--- config.mk ---
export PLATFORM = sky130hd
export DESIGN_NAME = asbp_uart
export DESIGN_NICKNAME = d
export VERILOG_FILES = /design/src/asbp_pkg.sv /design/src/asbp_uart.sv /design/src/asbp_baud.sv /design/src/asbp_rx.sv
export SDC_FILE = /design/constraint.sdc
export NUM_CORES = 1
export LEC_CHECK = 0
export ABC_AREA = 1
export ABC_CLOCK_PERIOD_IN_PS = 6970
export BUFFER_PORTS_ARGS = -buffer_cell sky130_fd_sc_hd__buf_4
export CELL_PAD_IN_SITES_DETAIL_PLACEMENT = 1
export CELL_PAD_IN_SITES_GLOBAL_PLACEMENT = 2
export CORE_ASPECT_RATIO = 0.8
export CORE_MARGIN = 5
export CORE_UTILIZATION = 40
export DETAILED_ROUTE_END_ITERATION = 7
export PLACE_DENSITY = 0.94
export SLEW_MARGIN = 20
export SYNTH_ARGS = -nofsm -noshare
export SYNTH_HDL_FRONTEND = slang
export SYNTH_SLANG_ARGS = --single-unit
--- constraint.sdc ---
create_clock -name clk_in -period 6.97 [get_ports clk_in]
set_clock_uncertainty 0.2 [all_clocks]
set_input_delay 1.394 -clock clk_in [delete_from_list [all_inputs] [get_ports clk_in]]
set_output_delay 1.394 -clock clk_in [all_outputs]
set_load 0.005 [all_outputs]
--- src/asbp_pkg.sv ---
// package: register map, control bits and timing constants of the serial port
package asbp_pkg;
  localparam logic [1:0] ADDR_CTRL = 2'h0;
  localparam logic [1:0] ADDR_DATA = 2'h1;
  localparam logic [1:0] ADDR_RELOAD = 2'h2;
  localparam logic [1:0] ADDR_TIMER = 2'h3;
  localparam int BIT_FRAME_SEL = 7;
  localparam int BIT_UNUSED = 6;
  localparam int BIT_CHECK_EN = 5;
  localparam int BIT_RX_EN = 4;
  localparam int BIT_TX_EXTRA = 3;
  localparam int BIT_RX_EXTRA = 2;
  localparam int BIT_TX_DONE = 1;
  localparam int BIT_RX_DONE = 0;
  localparam logic [7:0] CTRL_RESET = 8'h40;
  localparam logic [7:0] DATA_RESET = 8'h00;
  // timer control: [0] run, [3:1] clock source
  localparam int BIT_TMR_RUN = 0;
  localparam int TMR_SRC_LSB = 1;
  localparam logic [7:0] TIMER_RESET = 8'h00;
  localparam logic [2:0] SRC_DIV4 = 3'h0;
  localparam logic [2:0] SRC_DIV12 = 3'h1;
  localparam logic [2:0] SRC_DIV48 = 3'h2;
  localparam logic [2:0] SRC_EXTOSC8 = 3'h3;
  localparam logic [2:0] SRC_EXTCNT = 3'h4;
  localparam logic [5:0] DIV4_COUNT = 6'h04;
  localparam logic [5:0] DIV12_COUNT = 6'h0C;
  localparam logic [5:0] DIV48_COUNT = 6'h30;
  localparam logic [2:0] EXTOSC_DIV = 3'h7;
  localparam logic [3:0] BITS_8 = 4'h9;
  localparam logic [3:0] BITS_9 = 4'hA;
  typedef enum logic [2:0] {
    ASBP_IDLE = 3'b001,
    ASBP_SHIFT = 3'b010,
    ASBP_STOP = 3'b100
  } asbp_state_t;
endpackage : asbp_pkg

--- src/asbp_uart.sv ---
// serial port top: registers, transmitter, receive holding and flags
// Contract
// full duplex asynchronous port with only variable-rate modes one and three.
// completed byte is held so the next frame can shift in.
// one data address: writes go to transmit, reads return receive holding.
// done flags stay set until software clears them.
// bit clocks are the timer overflows halved, for transmit and receive.
// receive timer copy shares reload and restarts on start detect.
// overflow rate is timer clock over 256 minus reload; bit rate half.
// timer clock from system clock /4, /12, /48, oscillator /8, or count pin.
// frame format chosen by control bit seven.
// select zero gives 8-bit frames, one gives 9-bit frames.
// 8-bit frame: start, eight data bits LSB first, stop.
// data write starts transmit; done flag set at start of stop bit.
// receiver accepts frames only while receive enable is set; code checks it only at start detect.
// 8-bit capture needs done clear and, if checked, stop bit one.
// on overrun the earlier byte stays and the new frame is lost.
// 9-bit frame adds ninth bit from transmit extra control bit.
// 9-bit capture stores ninth bit; needs done clear and address check.
// interrupt request whenever a done flag is set, if enabled.
// software sets transmit extra bit before writing a 9-bit byte.
// bits sampled mid-period from start reload; short start is noise.
//
// The register addresses and the address-and-strobe port were decided locally.
`timescale 1ns/10ps
`default_nettype none
module asbp_uart
  import asbp_pkg::*;
(
  input wire logic clk_in,
  input wire logic nrst_in,
  input wire logic [1:0] addr_in,
  input wire logic [7:0] wdata_in,
  input wire logic wr_in,
  input wire logic rd_in,
  output logic [7:0] rdata_out,
  input wire logic irq_enable_in,
  output logic irq_out,
  input wire logic ext_osc_in,
  input wire logic external_count_input,
  input wire logic serial_in_pin,
  output logic serial_out_pin
);
  logic rst_a_q, rst_b_q;
  logic [7:0] ctrl_q, ctrl_d, rxbuf_q, rxbuf_d, txsh_q, txsh_d;
  logic [7:0] reload_q, reload_d, tmr_q, tmr_d, rdata_q, rdata_d;
  asbp_state_t tst_q, tst_d;
  logic [3:0] tcnt_q, tcnt_d;
  logic tph_q, tph_d, out_q, out_d;
  logic [7:0] baud_count;
  logic tx_ovf, rx_ovf, rx_restart, rx_done_ev, rx_extra;
  logic [7:0] rx_data;
  logic accept;
  logic tx_set;

  always_ff @(posedge clk_in or negedge nrst_in) begin
    if (!nrst_in) begin
      rst_a_q <= 1'b0;
      rst_b_q <= 1'b0;
    end else begin
      rst_a_q <= 1'b1;
      rst_b_q <= rst_a_q;
    end
  end

  asbp_baud u_baud (
    .clk_in(clk_in),
    .rst_n_in(rst_b_q),
    .run_in(tmr_q[BIT_TMR_RUN]),
    .src_in(tmr_q[TMR_SRC_LSB +: 3]),
    .reload_in(reload_q),
    .ext_osc_in(ext_osc_in),
    .ext_count_in(external_count_input),
    .rx_restart_in(rx_restart),
    .count_out(baud_count),
    .tx_ovf_out(tx_ovf),
    .rx_ovf_out(rx_ovf)
  );

  asbp_rx u_rx (
    .clk_in(clk_in),
    .rst_n_in(rst_b_q),
    .enable_in(ctrl_q[BIT_RX_EN]),
    .nine_bit_in(ctrl_q[BIT_FRAME_SEL]),
    .serial_in_pin(serial_in_pin),
    .rx_ovf_in(rx_ovf),
    .restart_out(rx_restart),
    .frame_done_out(rx_done_ev),
    .frame_data_out(rx_data),
    .frame_extra_out(rx_extra)
  );

  // capture conditions: done clear and, if checking, extra bit (stop or ninth) one
  assign accept = rx_done_ev && !ctrl_q[BIT_RX_DONE]
                  && (!ctrl_q[BIT_CHECK_EN] || rx_extra); // see R14 see R17

  // one bus write strobe aimed at one register
  function automatic logic wr_hit(input logic wr, input logic [1:0] a, input logic [1:0] reg_a);
    return wr && (a == reg_a);
  endfunction

  // transmitter, one-hot state, a bit spans two overflows
  always_comb begin
    tst_d = tst_q;
    tx_set = 1'b0;
    tcnt_d = tcnt_q;
    tph_d = tph_q;
    txsh_d = txsh_q;
    out_d = out_q;
    ctrl_d = ctrl_q;
    case (tst_q)
      ASBP_IDLE: begin
        out_d = 1'b1;
        if (wr_hit(wr_in, addr_in, ADDR_DATA)) begin // see R12
          txsh_d = wdata_in;
          tst_d = ASBP_SHIFT;
          tcnt_d = 4'h0;
          tph_d = 1'b0;
        end
      end
      ASBP_SHIFT: begin
        if (tx_ovf) begin
          tph_d = !tph_q;
          if (!tph_q) begin
            tcnt_d = tcnt_q + 4'h1;
            if (tcnt_q == 4'h0) begin
              out_d = 1'b0;
            end else if (tcnt_q <= 4'h8) begin
              out_d = txsh_q[0];
              txsh_d = {1'b0, txsh_q[7:1]};
            end else if (tcnt_q == 4'h9 && ctrl_q[BIT_FRAME_SEL]) begin
              out_d = ctrl_q[BIT_TX_EXTRA]; // see R16
            end else begin
              out_d = 1'b1;
              ctrl_d[BIT_TX_DONE] = 1'b1;
              tx_set = 1'b1;
              tst_d = ASBP_STOP;
            end
          end
        end
      end
      ASBP_STOP: begin
        if (tx_ovf) begin
          tph_d = !tph_q;
          if (tph_q) tst_d = ASBP_IDLE;
        end
      end
      default: tst_d = ASBP_IDLE;
    endcase
    // software writes to control; hardware sets win over clears
    if (wr_hit(wr_in, addr_in, ADDR_CTRL)) begin
      ctrl_d = {wdata_in[7], 1'b1, wdata_in[5:2], wdata_in[1] | tx_set, wdata_in[0]};
    end
    rxbuf_d = rxbuf_q;
    if (accept) begin
      rxbuf_d = rx_data;
      ctrl_d[BIT_RX_EXTRA] = rx_extra;
      ctrl_d[BIT_RX_DONE] = 1'b1;
    end
    reload_d = wr_hit(wr_in, addr_in, ADDR_RELOAD) ? wdata_in : reload_q;
    tmr_d = wr_hit(wr_in, addr_in, ADDR_TIMER) ? wdata_in : tmr_q;
    case (addr_in)
      ADDR_CTRL: rdata_d = ctrl_q;
      ADDR_DATA: rdata_d = rxbuf_q;
      ADDR_RELOAD: rdata_d = reload_q;
      default: rdata_d = baud_count;
    endcase
    if (!rd_in) rdata_d = 8'h00;
  end

  always_ff @(posedge clk_in or negedge rst_b_q) begin
    if (!rst_b_q) begin
      ctrl_q <= CTRL_RESET;
      rxbuf_q <= DATA_RESET;
      txsh_q <= DATA_RESET;
      reload_q <= TIMER_RESET;
      tmr_q <= TIMER_RESET;
      rdata_q <= 8'h00;
      tst_q <= ASBP_IDLE;
      tcnt_q <= 4'h0;
      tph_q <= 1'b0;
      out_q <= 1'b1;
    end else begin
      ctrl_q <= ctrl_d;
      rxbuf_q <= rxbuf_d;
      txsh_q <= txsh_d;
      reload_q <= reload_d;
      tmr_q <= tmr_d;
      rdata_q <= rdata_d;
      tst_q <= tst_d;
      tcnt_q <= tcnt_d;
      tph_q <= tph_d;
      out_q <= out_d;
    end
  end

  assign rdata_out = rdata_q;
  assign serial_out_pin = out_q;
  assign irq_out = irq_enable_in && (ctrl_q[BIT_TX_DONE] || ctrl_q[BIT_RX_DONE]);

  property p_rx_flag_sticky;
    @(posedge clk_in) disable iff (!rst_b_q)
    ctrl_q[BIT_RX_DONE] && !(wr_in && addr_in == ADDR_CTRL) |=> ctrl_q[BIT_RX_DONE];
  endproperty
  a_rx_flag_sticky: assert property (p_rx_flag_sticky) else $error("rx done dropped");
  property p_overrun_keep;
    @(posedge clk_in) disable iff (!rst_b_q)
    rx_done_ev && ctrl_q[BIT_RX_DONE] |=> $stable(rxbuf_q);
  endproperty
  a_overrun_keep: assert property (p_overrun_keep) else $error("overrun replaced byte");
  property p_capture;
    @(posedge clk_in) disable iff (!rst_b_q)
    accept |=> rxbuf_q == $past(rx_data) && ctrl_q[BIT_RX_DONE];
  endproperty
  a_capture: assert property (p_capture) else $error("byte not captured");
  property p_check_block;
    @(posedge clk_in) disable iff (!rst_b_q)
    rx_done_ev && ctrl_q[BIT_CHECK_EN] && !rx_extra && !ctrl_q[BIT_RX_DONE]
      && !(wr_in && addr_in == ADDR_CTRL) |=> !ctrl_q[BIT_RX_DONE];
  endproperty
  a_check_block: assert property (p_check_block) else $error("check ignored");
  property p_tx_start;
    @(posedge clk_in) disable iff (!rst_b_q)
    tst_q == ASBP_IDLE && wr_in && addr_in == ADDR_DATA |=> tst_q == ASBP_SHIFT;
  endproperty
  a_tx_start: assert property (p_tx_start) else $error("write did not start tx");
  property p_tx_done_stop;
    @(posedge clk_in) disable iff (!rst_b_q)
    $rose(tst_q == ASBP_STOP) |-> ctrl_q[BIT_TX_DONE] && serial_out_pin;
  endproperty
  a_tx_done_stop: assert property (p_tx_done_stop) else $error("tx done late");
  property p_idle_high;
    @(posedge clk_in) disable iff (!rst_b_q)
    tst_q == ASBP_IDLE |-> serial_out_pin;
  endproperty
  a_idle_high: assert property (p_idle_high) else $error("line low in idle");
  property p_irq;
    @(posedge clk_in) disable iff (!rst_b_q)
    irq_enable_in && $rose(ctrl_q[BIT_TX_DONE]) |-> irq_out;
  endproperty
  a_irq: assert property (p_irq) else $error("missing irq");
  property p_rx_disabled;
    @(posedge clk_in) disable iff (!rst_b_q)
    !ctrl_q[BIT_RX_EN] |-> !rx_restart;
  endproperty
  a_rx_disabled: assert property (p_rx_disabled) else $error("rx while disabled");
  property p_tx_clear;
    @(posedge clk_in) disable iff (!rst_b_q)
    wr_in && addr_in == ADDR_CTRL && !wdata_in[BIT_TX_DONE] && !tx_set
      |=> !ctrl_q[BIT_TX_DONE];
  endproperty
  a_tx_clear: assert property (p_tx_clear) else $error("tx done not cleared");
  property p_tx_set_wins;
    @(posedge clk_in) disable iff (!rst_b_q)
    tx_set |=> ctrl_q[BIT_TX_DONE];
  endproperty
  a_tx_set_wins: assert property (p_tx_set_wins) else $error("tx done set lost");
  property p_unused_one;
    @(posedge clk_in) disable iff (!rst_b_q)
    ctrl_q[BIT_UNUSED];
  endproperty
  a_unused_one: assert property (p_unused_one) else $error("unused bit not one");
  property p_rdata_idle;
    @(posedge clk_in) disable iff (!rst_b_q)
    !rd_in |=> rdata_out == 8'h00;
  endproperty
  a_rdata_idle: assert property (p_rdata_idle) else $error("read data without read");
  property p_data_read;
    @(posedge clk_in) disable iff (!rst_b_q)
    rd_in && addr_in == ADDR_DATA |=> rdata_out == $past(rxbuf_q);
  endproperty
  a_data_read: assert property (p_data_read) else $error("data read not holding");
  property p_start_low;
    @(posedge clk_in) disable iff (!rst_b_q)
    tst_q == ASBP_SHIFT && tx_ovf && !tph_q && tcnt_q == 4'h0 |=> !serial_out_pin;
  endproperty
  a_start_low: assert property (p_start_low) else $error("start bit not low");
  property p_ninth_bit;
    @(posedge clk_in) disable iff (!rst_b_q)
    tst_q == ASBP_SHIFT && tx_ovf && !tph_q && tcnt_q == 4'h9 && ctrl_q[BIT_FRAME_SEL]
      |=> serial_out_pin == $past(ctrl_q[BIT_TX_EXTRA]);
  endproperty
  a_ninth_bit: assert property (p_ninth_bit) else $error("ninth bit wrong");
  property p_bit_hold;
    @(posedge clk_in) disable iff (!rst_b_q)
    tst_q == ASBP_SHIFT && !(tx_ovf && !tph_q) |=> $stable(serial_out_pin);
  endproperty
  a_bit_hold: assert property (p_bit_hold) else $error("bit changed mid period");
  property p_rx_extra_load;
    @(posedge clk_in) disable iff (!rst_b_q)
    accept |=> ctrl_q[BIT_RX_EXTRA] == $past(rx_extra);
  endproperty
  a_rx_extra_load: assert property (p_rx_extra_load) else $error("extra bit lost"); // see R14
  property p_reload_write;
    @(posedge clk_in) disable iff (!rst_b_q)
    wr_in && addr_in == ADDR_RELOAD |=> reload_q == $past(wdata_in);
  endproperty
  a_reload_write: assert property (p_reload_write) else $error("reload not written");
  property p_timer_write;
    @(posedge clk_in) disable iff (!rst_b_q)
    wr_in && addr_in == ADDR_TIMER |=> tmr_q == $past(wdata_in);
  endproperty
  a_timer_write: assert property (p_timer_write) else $error("timer control not written");
  property p_irq_off;
    @(posedge clk_in) disable iff (!rst_b_q)
    !irq_enable_in |-> !irq_out;
  endproperty
  a_irq_off: assert property (p_irq_off) else $error("irq while disabled");
  c_tx_frame: cover property (@(posedge clk_in) $rose(ctrl_q[BIT_TX_DONE]));
  c_rx_frame: cover property (@(posedge clk_in) accept);
  c_overrun: cover property (@(posedge clk_in) rx_done_ev && ctrl_q[BIT_RX_DONE]);
  c_nine_frame: cover property (@(posedge clk_in) accept && ctrl_q[BIT_FRAME_SEL]);
  c_tx_clear: cover property (@(posedge clk_in) ctrl_q[BIT_TX_DONE] ##1 !ctrl_q[BIT_TX_DONE]);
endmodule // asbp_uart
`default_nettype wire

--- src/asbp_baud.sv ---
// baud timer: 8-bit auto-reload counter with a private receive copy
`timescale 1ns/10ps
`default_nettype none
module asbp_baud
  import asbp_pkg::*;
(
  input wire logic clk_in,
  input wire logic rst_n_in,
  input wire logic run_in,
  input wire logic [2:0] src_in,
  input wire logic [7:0] reload_in,
  input wire logic ext_osc_in,
  input wire logic ext_count_in,
  input wire logic rx_restart_in,
  output logic [7:0] count_out,
  output logic tx_ovf_out,
  output logic rx_ovf_out
);
  logic [5:0] pre_q, pre_d;
  logic [2:0] osc_q, osc_d;
  logic osc_s_q, osc_d_q, cnt_s_q, cnt_d_q;
  logic [7:0] tl_q, tl_d, rxt_q, rxt_d;
  logic tick;
  logic [5:0] div;

  always_comb begin
    case (src_in)
      SRC_DIV12: div = DIV12_COUNT;
      SRC_DIV48: div = DIV48_COUNT;
      default: div = DIV4_COUNT;
    endcase
    pre_d = (pre_q >= div - 6'h01) ? 6'h00 : pre_q + 6'h01;
    osc_d = osc_q + 3'h1;
    if (!(osc_s_q && !osc_d_q)) osc_d = osc_q;
    case (src_in)
      SRC_DIV4, SRC_DIV12, SRC_DIV48: tick = (pre_q >= div - 6'h01);
      SRC_EXTOSC8: tick = osc_s_q && !osc_d_q && (osc_q == EXTOSC_DIV);
      SRC_EXTCNT: tick = cnt_s_q && !cnt_d_q;
      default: tick = 1'b0;
    endcase
    tick = tick && run_in;
    tl_d = tl_q;
    rxt_d = rxt_q;
    tx_ovf_out = tick && (tl_q == 8'hFF);
    rx_ovf_out = tick && (rxt_q == 8'hFF);
    if (tick) begin
      tl_d = tx_ovf_out ? reload_in : tl_q + 8'h01;
      rxt_d = rx_ovf_out ? reload_in : rxt_q + 8'h01;
    end
    if (rx_restart_in) begin
      rxt_d = reload_in;
      rx_ovf_out = 1'b0;
    end
  end

  always_ff @(posedge clk_in or negedge rst_n_in) begin
    if (!rst_n_in) begin
      pre_q <= 6'h00;
      osc_q <= 3'h0;
      osc_s_q <= 1'b0;
      osc_d_q <= 1'b0;
      cnt_s_q <= 1'b0;
      cnt_d_q <= 1'b0;
      tl_q <= 8'h00;
      rxt_q <= 8'h00;
    end else begin
      pre_q <= pre_d;
      osc_q <= osc_d;
      osc_s_q <= ext_osc_in;
      osc_d_q <= osc_s_q;
      cnt_s_q <= ext_count_in;
      cnt_d_q <= cnt_s_q;
      tl_q <= tl_d;
      rxt_q <= rxt_d;
    end
  end
  assign count_out = tl_q;
endmodule // asbp_baud
`default_nettype wire

--- src/asbp_rx.sv ---
// receive shifter: start detect, mid-bit sampling, frame capture
`timescale 1ns/10ps
`default_nettype none
module asbp_rx
  import asbp_pkg::*;
(
  input wire logic clk_in,
  input wire logic rst_n_in,
  input wire logic enable_in,
  input wire logic nine_bit_in,
  input wire logic serial_in_pin,
  input wire logic rx_ovf_in,
  output logic restart_out,
  output logic frame_done_out,
  output logic [7:0] frame_data_out,
  output logic frame_extra_out
);
  asbp_state_t st_q, st_d;
  logic [8:0] sh_q, sh_d;
  logic [3:0] cnt_q, cnt_d;
  logic ph_q, ph_d;
  logic line_q;

  always_comb begin
    st_d = st_q;
    sh_d = sh_q;
    cnt_d = cnt_q;
    ph_d = ph_q;
    restart_out = 1'b0;
    frame_done_out = 1'b0;
    case (st_q)
      ASBP_IDLE: begin
        if (enable_in && line_q && !serial_in_pin) begin
          restart_out = 1'b1;
          st_d = ASBP_SHIFT;
          cnt_d = 4'h0;
          ph_d = 1'b0;
        end
      end
      ASBP_SHIFT: begin
        if (rx_ovf_in) begin
          ph_d = !ph_q;
          if (!ph_q) begin // first overflow is mid-bit
            if (cnt_q == 4'h0 && serial_in_pin) begin
              st_d = ASBP_IDLE;
            end else begin
              if (cnt_q != 4'h0) sh_d = {serial_in_pin, sh_q[8:1]};
              cnt_d = cnt_q + 4'h1;
              if (cnt_q == (nine_bit_in ? BITS_9 : BITS_8)) begin
                frame_done_out = 1'b1;
                st_d = ASBP_IDLE;
              end
            end
          end
        end
      end
      default: st_d = ASBP_IDLE;
    endcase
  end

  always_ff @(posedge clk_in or negedge rst_n_in) begin
    if (!rst_n_in) begin
      st_q <= ASBP_IDLE;
      sh_q <= 9'h000;
      cnt_q <= 4'h0;
      ph_q <= 1'b0;
      line_q <= 1'b1;
    end else begin
      st_q <= st_d;
      sh_q <= sh_d;
      cnt_q <= cnt_d;
      ph_q <= ph_d;
      line_q <= serial_in_pin;
    end
  end

  // 8-bit frame: shifter holds {d7..d0} in [8:1], stop read from the pin; 9-bit: {ninth,d7..d0} before stop
  always_comb begin
    if (nine_bit_in) begin
      frame_data_out = sh_q[7:0];
      frame_extra_out = sh_q[8];
    end else begin
      frame_data_out = sh_q[8:1];
      frame_extra_out = serial_in_pin;
    end
    if (!nine_bit_in) frame_data_out = {sh_q[8:1]};
  end
endmodule // asbp_rx
`default_nettype wire

## Word-level counts from Yosys, hierarchy flattened

Index checks and enable logic that the tools add are counted.

| storage, ports and cells | value |
|---|---|
| register bits | 101 |
| output and inout port bits | 10 |

| operators by class | value |
|---|---|
| add/subtract/negate cells | 7 |
| order comparisons | 2 |
| equality and inequality tests | 36 |
| mux-type cells | 77 |
| bitwise logic cells | 3 |
| reduce and logical (&&, ||, !) cells | 50 |

Operators by type and width:

| cell | number |
|---|---|
| 2-to-1 mux 8 bit | 11 |
| 2-to-1 mux 3 bit | 14 |
| 2-to-1 mux 1 bit | 32 |
| 2-to-1 mux 4 bit | 7 |
| != test 2 bit (second input constant) | 12 |
| case mux 8 bit (3 select lines) | 1 |
| logical AND 1 bit | 17 |
| adder 8 x 1 -> 8 bit (second input constant) | 2 |
| == test 8 bit (second input constant) | 2 |
| case mux 4 bit (2 select lines) | 2 |
| case mux 8 bit (2 select lines) | 1 |
| nonzero test 2 bit | 7 |
| == test 3 x 2 -> 1 bit (second input constant) | 4 |
| != test 2 x 1 -> 1 bit (second input constant) | 6 |
| case mux 6 bit (2 select lines) | 1 |
| AND reduction 6 bit | 2 |
| AND reduction 5 bit | 2 |
| == test 3 x 1 -> 1 bit (second input constant) | 3 |
| == test 3 bit (second input constant) | 3 |
| case mux 3 bit (3 select lines) | 1 |
| AND reduction 3 bit | 3 |
| adder 4 x 1 -> 4 bit (second input constant) | 2 |
| zero test 4 bit | 2 |
| AND reduction 4 bit | 2 |
| 25 further kinds | 36 |

## Logic depth before layout (Yosys ltp)

Gate-level depths: netlist of run 1.

| depth | value |
|---|---|
| depth after elaboration | 13 |
| depth in mapped cells | 16 |

## Hierarchy

A second synthesis of run 1 with hierarchy kept.

| unflattened totals | value |
|---|---|
| cell total of the unflattened synthesis | 689 |
| area total of the unflattened synthesis | 5461.5 sq um |

By module, submodules not included:

| module | instances | cells an instance | area each (sq um) |
|---|---|---|---|
| asbp_uart | 1 | 332 | 2682.6 |
| asbp_baud | 1 | 227 | 1796.7 |
| asbp_rx | 1 | 130 | 982.2 |

## Worst setup path after synthesis of run 1

Ideal clock, no wire load.

| timing | value |
|---|---|
| kind | input-to-output |
| start | input port irq_enable_in |
| end | output port irq_out |
| arrival | 1501 ps |
| data required time | 5376 ps |
| slack | 3875 ps |
| stages on the path | 1 |
| buffers on the path | 0 |
| cells stage by stage | o21a_1 |

| on the way | value |
|---|---|
| word-level cells in the longest chain between the ends | 1 |

RTL lines:

| item | line | source |
|---|---|---|
| from (decl) | asbp_uart.sv:37 | `input wire logic irq_enable_in,` |
| logical AND 1 bit | asbp_uart.sv:199 | `assign irq_out = irq_enable_in && (ctrl_q[BIT_TX_DONE] \|\| ctrl_q[BIT_RX_DONE]);` |
| to (decl) | asbp_uart.sv:38 | `output logic irq_out,` |

No other way between the ends.

## Worst setup path in the final report of run 1

Ends and elaborated chain as after synthesis.

==> run metrics, run 1 <==
Pleak=0.00303 uW; Die Y=114 um; ANT nets after route=0; WL final=14000 um; HP Class=reg -> reg; fmax=302 MHz; post-detail-place hpwl=10300 um; worst vdd ir=0.165 mV; Nets=707; count leader, synth=nand2_1; vias in the first global route=4737; final hold violation count=0; FF+latch count, synth=100; share of layout cells above drive strength 1=13.8%; drc violations=0; I/O Pins=28; Worst-path clk slew=0.06 ns; RD Place Congestion=0.808; largest net degree at the start of global routing=51; yosys warns=0; PortBufs=27; CTS tree=done; Gate Count Post-Synth=649; GRT Total Usage=18.7%; cell area after synthesis=0.00540 mm^2; critical path arrival=1.72 ns; sum of negative setup slack=0 ns; Worst path max stage delay=0.13 ns; Tcrit/Tclk final=47.5%; post-synthesis sequential area ratio=46.5%; worst endpoint required time=5.38 ns; Synth area leaders=dfrtp_1 (45%), nand2_1 (14%), inv_1 (4.9%); CP Class=in -> out; Top cell by count, worst path=buf_4; Synth cell types=46; Avg Cell Area, Syn=8.31 um^2; Synth top cells by count=nand2_1 (196), dfrtp_1 (96), inv_1 (71), o21ai_0 (51), nand4_1 (35); PwrDens=260 mW/mm^2; via/cell ratio=5.20; Root Driver=clkbuf_16; Max-cap violations=0; met2 Track Usage GR=30.3%; hold_ws=0.155 ns; row count=38; setup violators final=0; H-tree depth=3; largest area contributor in the netlist=dfrtp_1; crit start category=input port; Num CTS Buffers=9; Core Area=0.0134 mm^2; slowest CP cell=buf_4; grt peak-use layer=met2; Place WS=3.66 ns; worst-margin pin slew=0.883 ns; EDFF count, synth=0; Final Critical Period=3.31 ns; first-pass GRT wire length=24000 um; DR pass1 iterations=4; Worst Slack Setup Final=3.66 ns; ANT cells=0; Longest Clk Path Bufs=2; status=finished clean; met3 usage=3.94%; maximum fanout along the worst path=1; Max-slew headroom=40.9%; Top FF cell, synth=dfrtp_1; Vias=4475; wire per inst=16.2 um; die area=0.0159 mm^2; Async SR Flop Fraction=100%; CP endpoint kind=output pin; Post-CTS Setup Repair Bufs=0; starting utilization of the core area=40.2%; RSZ-0062 raised after global routing=no; total gr overflow=0; Layout area overhead=12.3%; CP Cell Sequence=buf_4 -> o21a_1 -> buf_4; CTS sink count=100; Iteration-0 DRC Markers=186; Die Wd=140 um; Post-CTS Hold Buffers=0; CTS resizes=0; Max Transition Viols Final=0; post-synth top area share=44.5%; initial antenna violation count=0; GR Util met1=25.2%; worst skew pair latency=0.35 ns
[sequential cells by signal, indices dropped and copies added (netlist names), 2 cells and up]
signal / cells
rxbuf_q: 8
u_baud.pre_q: 6
ctrl_q: 7
u_rx.cnt_q: 4
u_baud.rxt_q: 8
tst_q: 3
tmr_q: 4
u_baud.osc_q: 3
tcnt_q: 4
reload_q: 8
u_baud.count_out: 8
rdata_out: 8
u_rx.sh_q: 9
u_rx.st_q: 2
txsh_q: 8
[cell type report]
class | count | area (um^2)
tap | 180 | 225
fill | 1640 | 7350
inverter | 78 | 293
sequential | 100 | 2510
timing repair buffer | 28 | 210
multi-input combinational | 458 | 2500
clock buffer | 9 | 225
clock inverter | 7 | 91.3
[critical path, delay by kind of cell]
family                 cells  cell delay (ns)
buffers and inverters      2             0.24
AO/OA/AOI/OAI              1             0.09
[worst paths after layout]
path | from | to | slack (ns) | cells after the start
max | irq_enable_in | irq_out | 3.66 | 3
min | rst_a_q | rst_b_q | 0.15 | 0
max reg2reg | tmr_q[2] | rxbuf_q[0] | 4.19 | 14
min reg2reg | rst_a_q | rst_b_q | 0.15 | 0
max in group asynchronous | rst_b_q | ctrl_q[4] | 5.27 | 1
min in group asynchronous | rst_b_q | u_baud.rxt_q[6] | 0.17 | 0
[per-layer routing]
metal,wire length (um),share of wire (%)
met5,0,0
met1,6780,49
met2,6500,47
met3,472,3.4
met4,209,1.5
[power by group]
group / leakage, uW / switching [uW] / internal, uW / total (uW)
combinational: 0.00159 / 182 / 121 / 302
sequential: 0.00129 / 79.5 / 657 / 737
clock: 0.000155 / 224 / 313 / 538
total: 0.00303 / 485 / 1090 / 1580
[cells in the final DEF (no fill, tap or decap), types with 2 or more instances in the layout]
cell type,instances
nor3_4,3
nand2_1,196
o21ai_0,51
xnor2_1,6
dfstp_2,4
o221ai_1,4
nand3_1,27
nand2_4,3
clkinv_2,3
a21oi_1,11
nand3_4,5
nand4_1,35
mux2_2,2
conb_1,2
o211ai_1,4
ha_1,14
o21ai_2,4
bufinv_16,2
inv_1,71
inv_2,6
nor2_4,3
nor3b_1,3
nand3b_1,3
o21a_1,2
nand3_2,4
clkbuf_16,9
nand2_2,9
buf_4,28
o21ai_1,7
xor2_1,9
nor3_1,4
nor2_1,34
nor2_8,2
dfrtp_1,95
[per-stage QoR]
stage | util (%) | power [uW] | instance area [um^2] | cells
3_3_place_gp | 42.8 | 1030 | 5740 | 844
5_1_grt | 45.2 | 1680 | 6060 | 860
4_1_cts | 45.2 | 1600 | 6060 | 860
2_1_floorplan | - | 946 | 5400 | 650
3_5_place_dp | 42.8 | 1050 | 5740 | 844
6_report | 45.2 | 1580 | 6060 | 860
[kinds of logic (layout without fill, tap and decap cells)]
family | after synthesis | count (layout) | share of synthesized area, %
other cells | 1 | 2 | 0.0695
buf+inv | 92 | 122 | 7.23
simple gates | 335 | 335 | 30.6
mux | 2 | 2 | 0.417
xor+xnor | 15 | 15 | 2.43
flops | 100 | 100 | 46.5
compound gates | 90 | 90 | 9.53
fa+ha+maj | 14 | 14 | 3.25
Power figures use the tool's default switching activity.
==> run 2: changes to the inputs <==
ABC_CLOCK_PERIOD_IN_PS = 3400   (was 6970)
CORE_UTILIZATION = 38   (was 40)
PLACE_DENSITY = 0.9   (was 0.94)
clock period = 3.4 ns   (was 6.97 ns; I/O delays follow)
==> run metrics, run 2 (synthesis results as in run 1) <==
final hold violation count=0; Tcrit/Tclk final=81.2%; Util after Layout=43.4%; Longest Clk Path Bufs=2; ANT nets after route=0; CTS tree=done; worst skew pair latency=0.36 ns; Layout area overhead=13.5%; CP Class=reg -> reg; largest net degree at the start of global routing=52; r2r startpoint=tmr_q[2]; max FFs per register=9; worst vdd ir=0.304 mV; status=finished clean; Worst-path clk slew=0.07 ns; Final Critical Period=2.76 ns; Nets=710; Iteration-0 DRC Markers=280; vias in the first global route=4740; critical path arrival=2.81 ns; ANT cells=0; I/O Pins=28; H-tree depth=3; most common cell after layout, fill and taps aside=nand2_1; commonest cells after routing, fill and taps aside=nand2_1 (196), dfrtp_1 (95), inv_1 (71), o21ai_0 (51), nand4_1 (35); GRT Total Usage=18.4%; worst endpoint required time=3.45 ns; total power=3320 uW; HP Class=reg -> async; fin cells=867; Vias=4492; fmax=362 MHz; wire per inst=16.4 um; starting utilization of the core area=38.3%; RD Place Congestion=0.841; maximum fanout along the worst path=24; die area=0.0167 mm^2; Most flops, register=u_rx.sh_q; Worst R2R Path Depth=14; worst r2r dst=rxbuf_q[4]; Core Area=0.0141 mm^2; setup violators final=0; DR pass1 iterations=4; via/cell ratio=5.18; Max-slew headroom=56.4%; Max Transition Viols Final=0; PwrDens=543 mW/mm^2; Die Y=117 um; Post-CTS Setup Repair Bufs=0; Num CTS Buffers=9; Max-cap violations=0; reg-to-reg slack, setup=0.64 ns; Filler cells=1700; Die Wd=143 um; share of layout cells above drive strength 1=13.9%; CTS sink count=100; Post-Place Cells=850; row count=39; WL final=14200 um; sum of negative setup slack=0 ns; initial antenna violation count=0; first-pass GRT wire length=23900 um; Worst Slack Setup Final=0.641 ns; CP endpoint kind=flip-flop; RSZ-0062 raised after global routing=no; post-detail-place hpwl=10600 um; CTS resizes=0; Place WS=0.653 ns; PortBufs=27; worst-margin pin slew=0.654 ns; Pleak=0.00305 uW; crit start category=flip-flop; drc violations=0; Root Driver=clkbuf_16; total gr overflow=0
run 2: cell count changes in the layout (fill, tap and decap cells not counted), sizes merged:
cell         before  now
bufinv            2    3
buf              28   30
clkinvlp          1    3
clkinv            5    1
dlygate4sd3       0    1
clkbuf            9   10
run 2: area by class of cell:
| type | count | area, um^2 | share of cell area [%] |
|---|---|---|---|
| Clock buffer | 10 | 229 | 3.74 |
| Clock inverter | 6 | 113 | 1.84 |
| Inverter | 78 | 293 | 4.78 |
| Multi-Input combinational cell | 458 | 2500 | 40.8 |
| Sequential cell | 100 | 2510 | 41.0 |
| Tap cell | 184 | 230 | 3.76 |
| Timing Repair Buffer | 31 | 248 | 4.04 |
run 2: how the worst max path moves through the flow:
stage                  start            to  slack (ns)  cells past startpoint
floorplan            rst_b_q     ctrl_q[0]        0.22                      0
global placement    tmr_q[2]    rxbuf_q[5]        0.81                     14
detailed placement  tmr_q[2]    rxbuf_q[4]        0.65                     14
CTS                 tmr_q[2]  u_rx.sh_q[2]        0.62                     14
global route        tmr_q[2]    rxbuf_q[2]        0.38                     14
finish              tmr_q[2]    rxbuf_q[4]        0.64                     14
run 2: through the flow:
| step | cell area [um^2] | hold WS [ns] |
|---|---|---|
| 6_report | 6130 | 0.153 |
| 5_1_grt | 6130 | 0.167 |
| 4_1_cts | 6130 | 0.162 |
| 3_5_place_dp | 5770 | 0.136 |
| 3_3_place_gp | 5770 | 0.140 |
| 2_1_floorplan | 5400 | 0.131 |
run 2: critical path: stages (launching register included):
cell	delay, ns
dfrtp_1	0.43
nand2_2	0.09
inv_2	0.05
nor2_2	0.12
o21ai_0	0.11
ha_1	0.29
nor2_1	0.04
nor2_1	0.08
nand2_1	0.09
nand3_2	0.18
nand3_4	0.23
nor2_8	0.35
nand3_4	0.19
nand2_1	0.11
nand2_1	0.05
run 2: power breakdown:
| group | switching (uW) | total, uW | internal (uW) |
|---|---|---|---|
| clock | 455 | 1170 | 719 |
| combinational | 387 | 637 | 251 |
| sequential | 166 | 1510 | 1350 |
| total | 1010 | 3320 | 2320 |
run 2: metal layers:
layer / global-route usage, % / vias to the layer above / wire (um)
met4: 4.71 / 0 / 194
met1: 25.1 / 2245 / 6760
met2: 29.4 / 53 / 6690
li1: - / 2178 / -
met5: 0 / - / 0
met3: 4.87 / 16 / 548
run 2: what timing repair did:
item                       4_1_cts  5_1_grt
setup endpoints to repair        0        0
hold endpoints to repair         2        0
hold buffers                     1        0
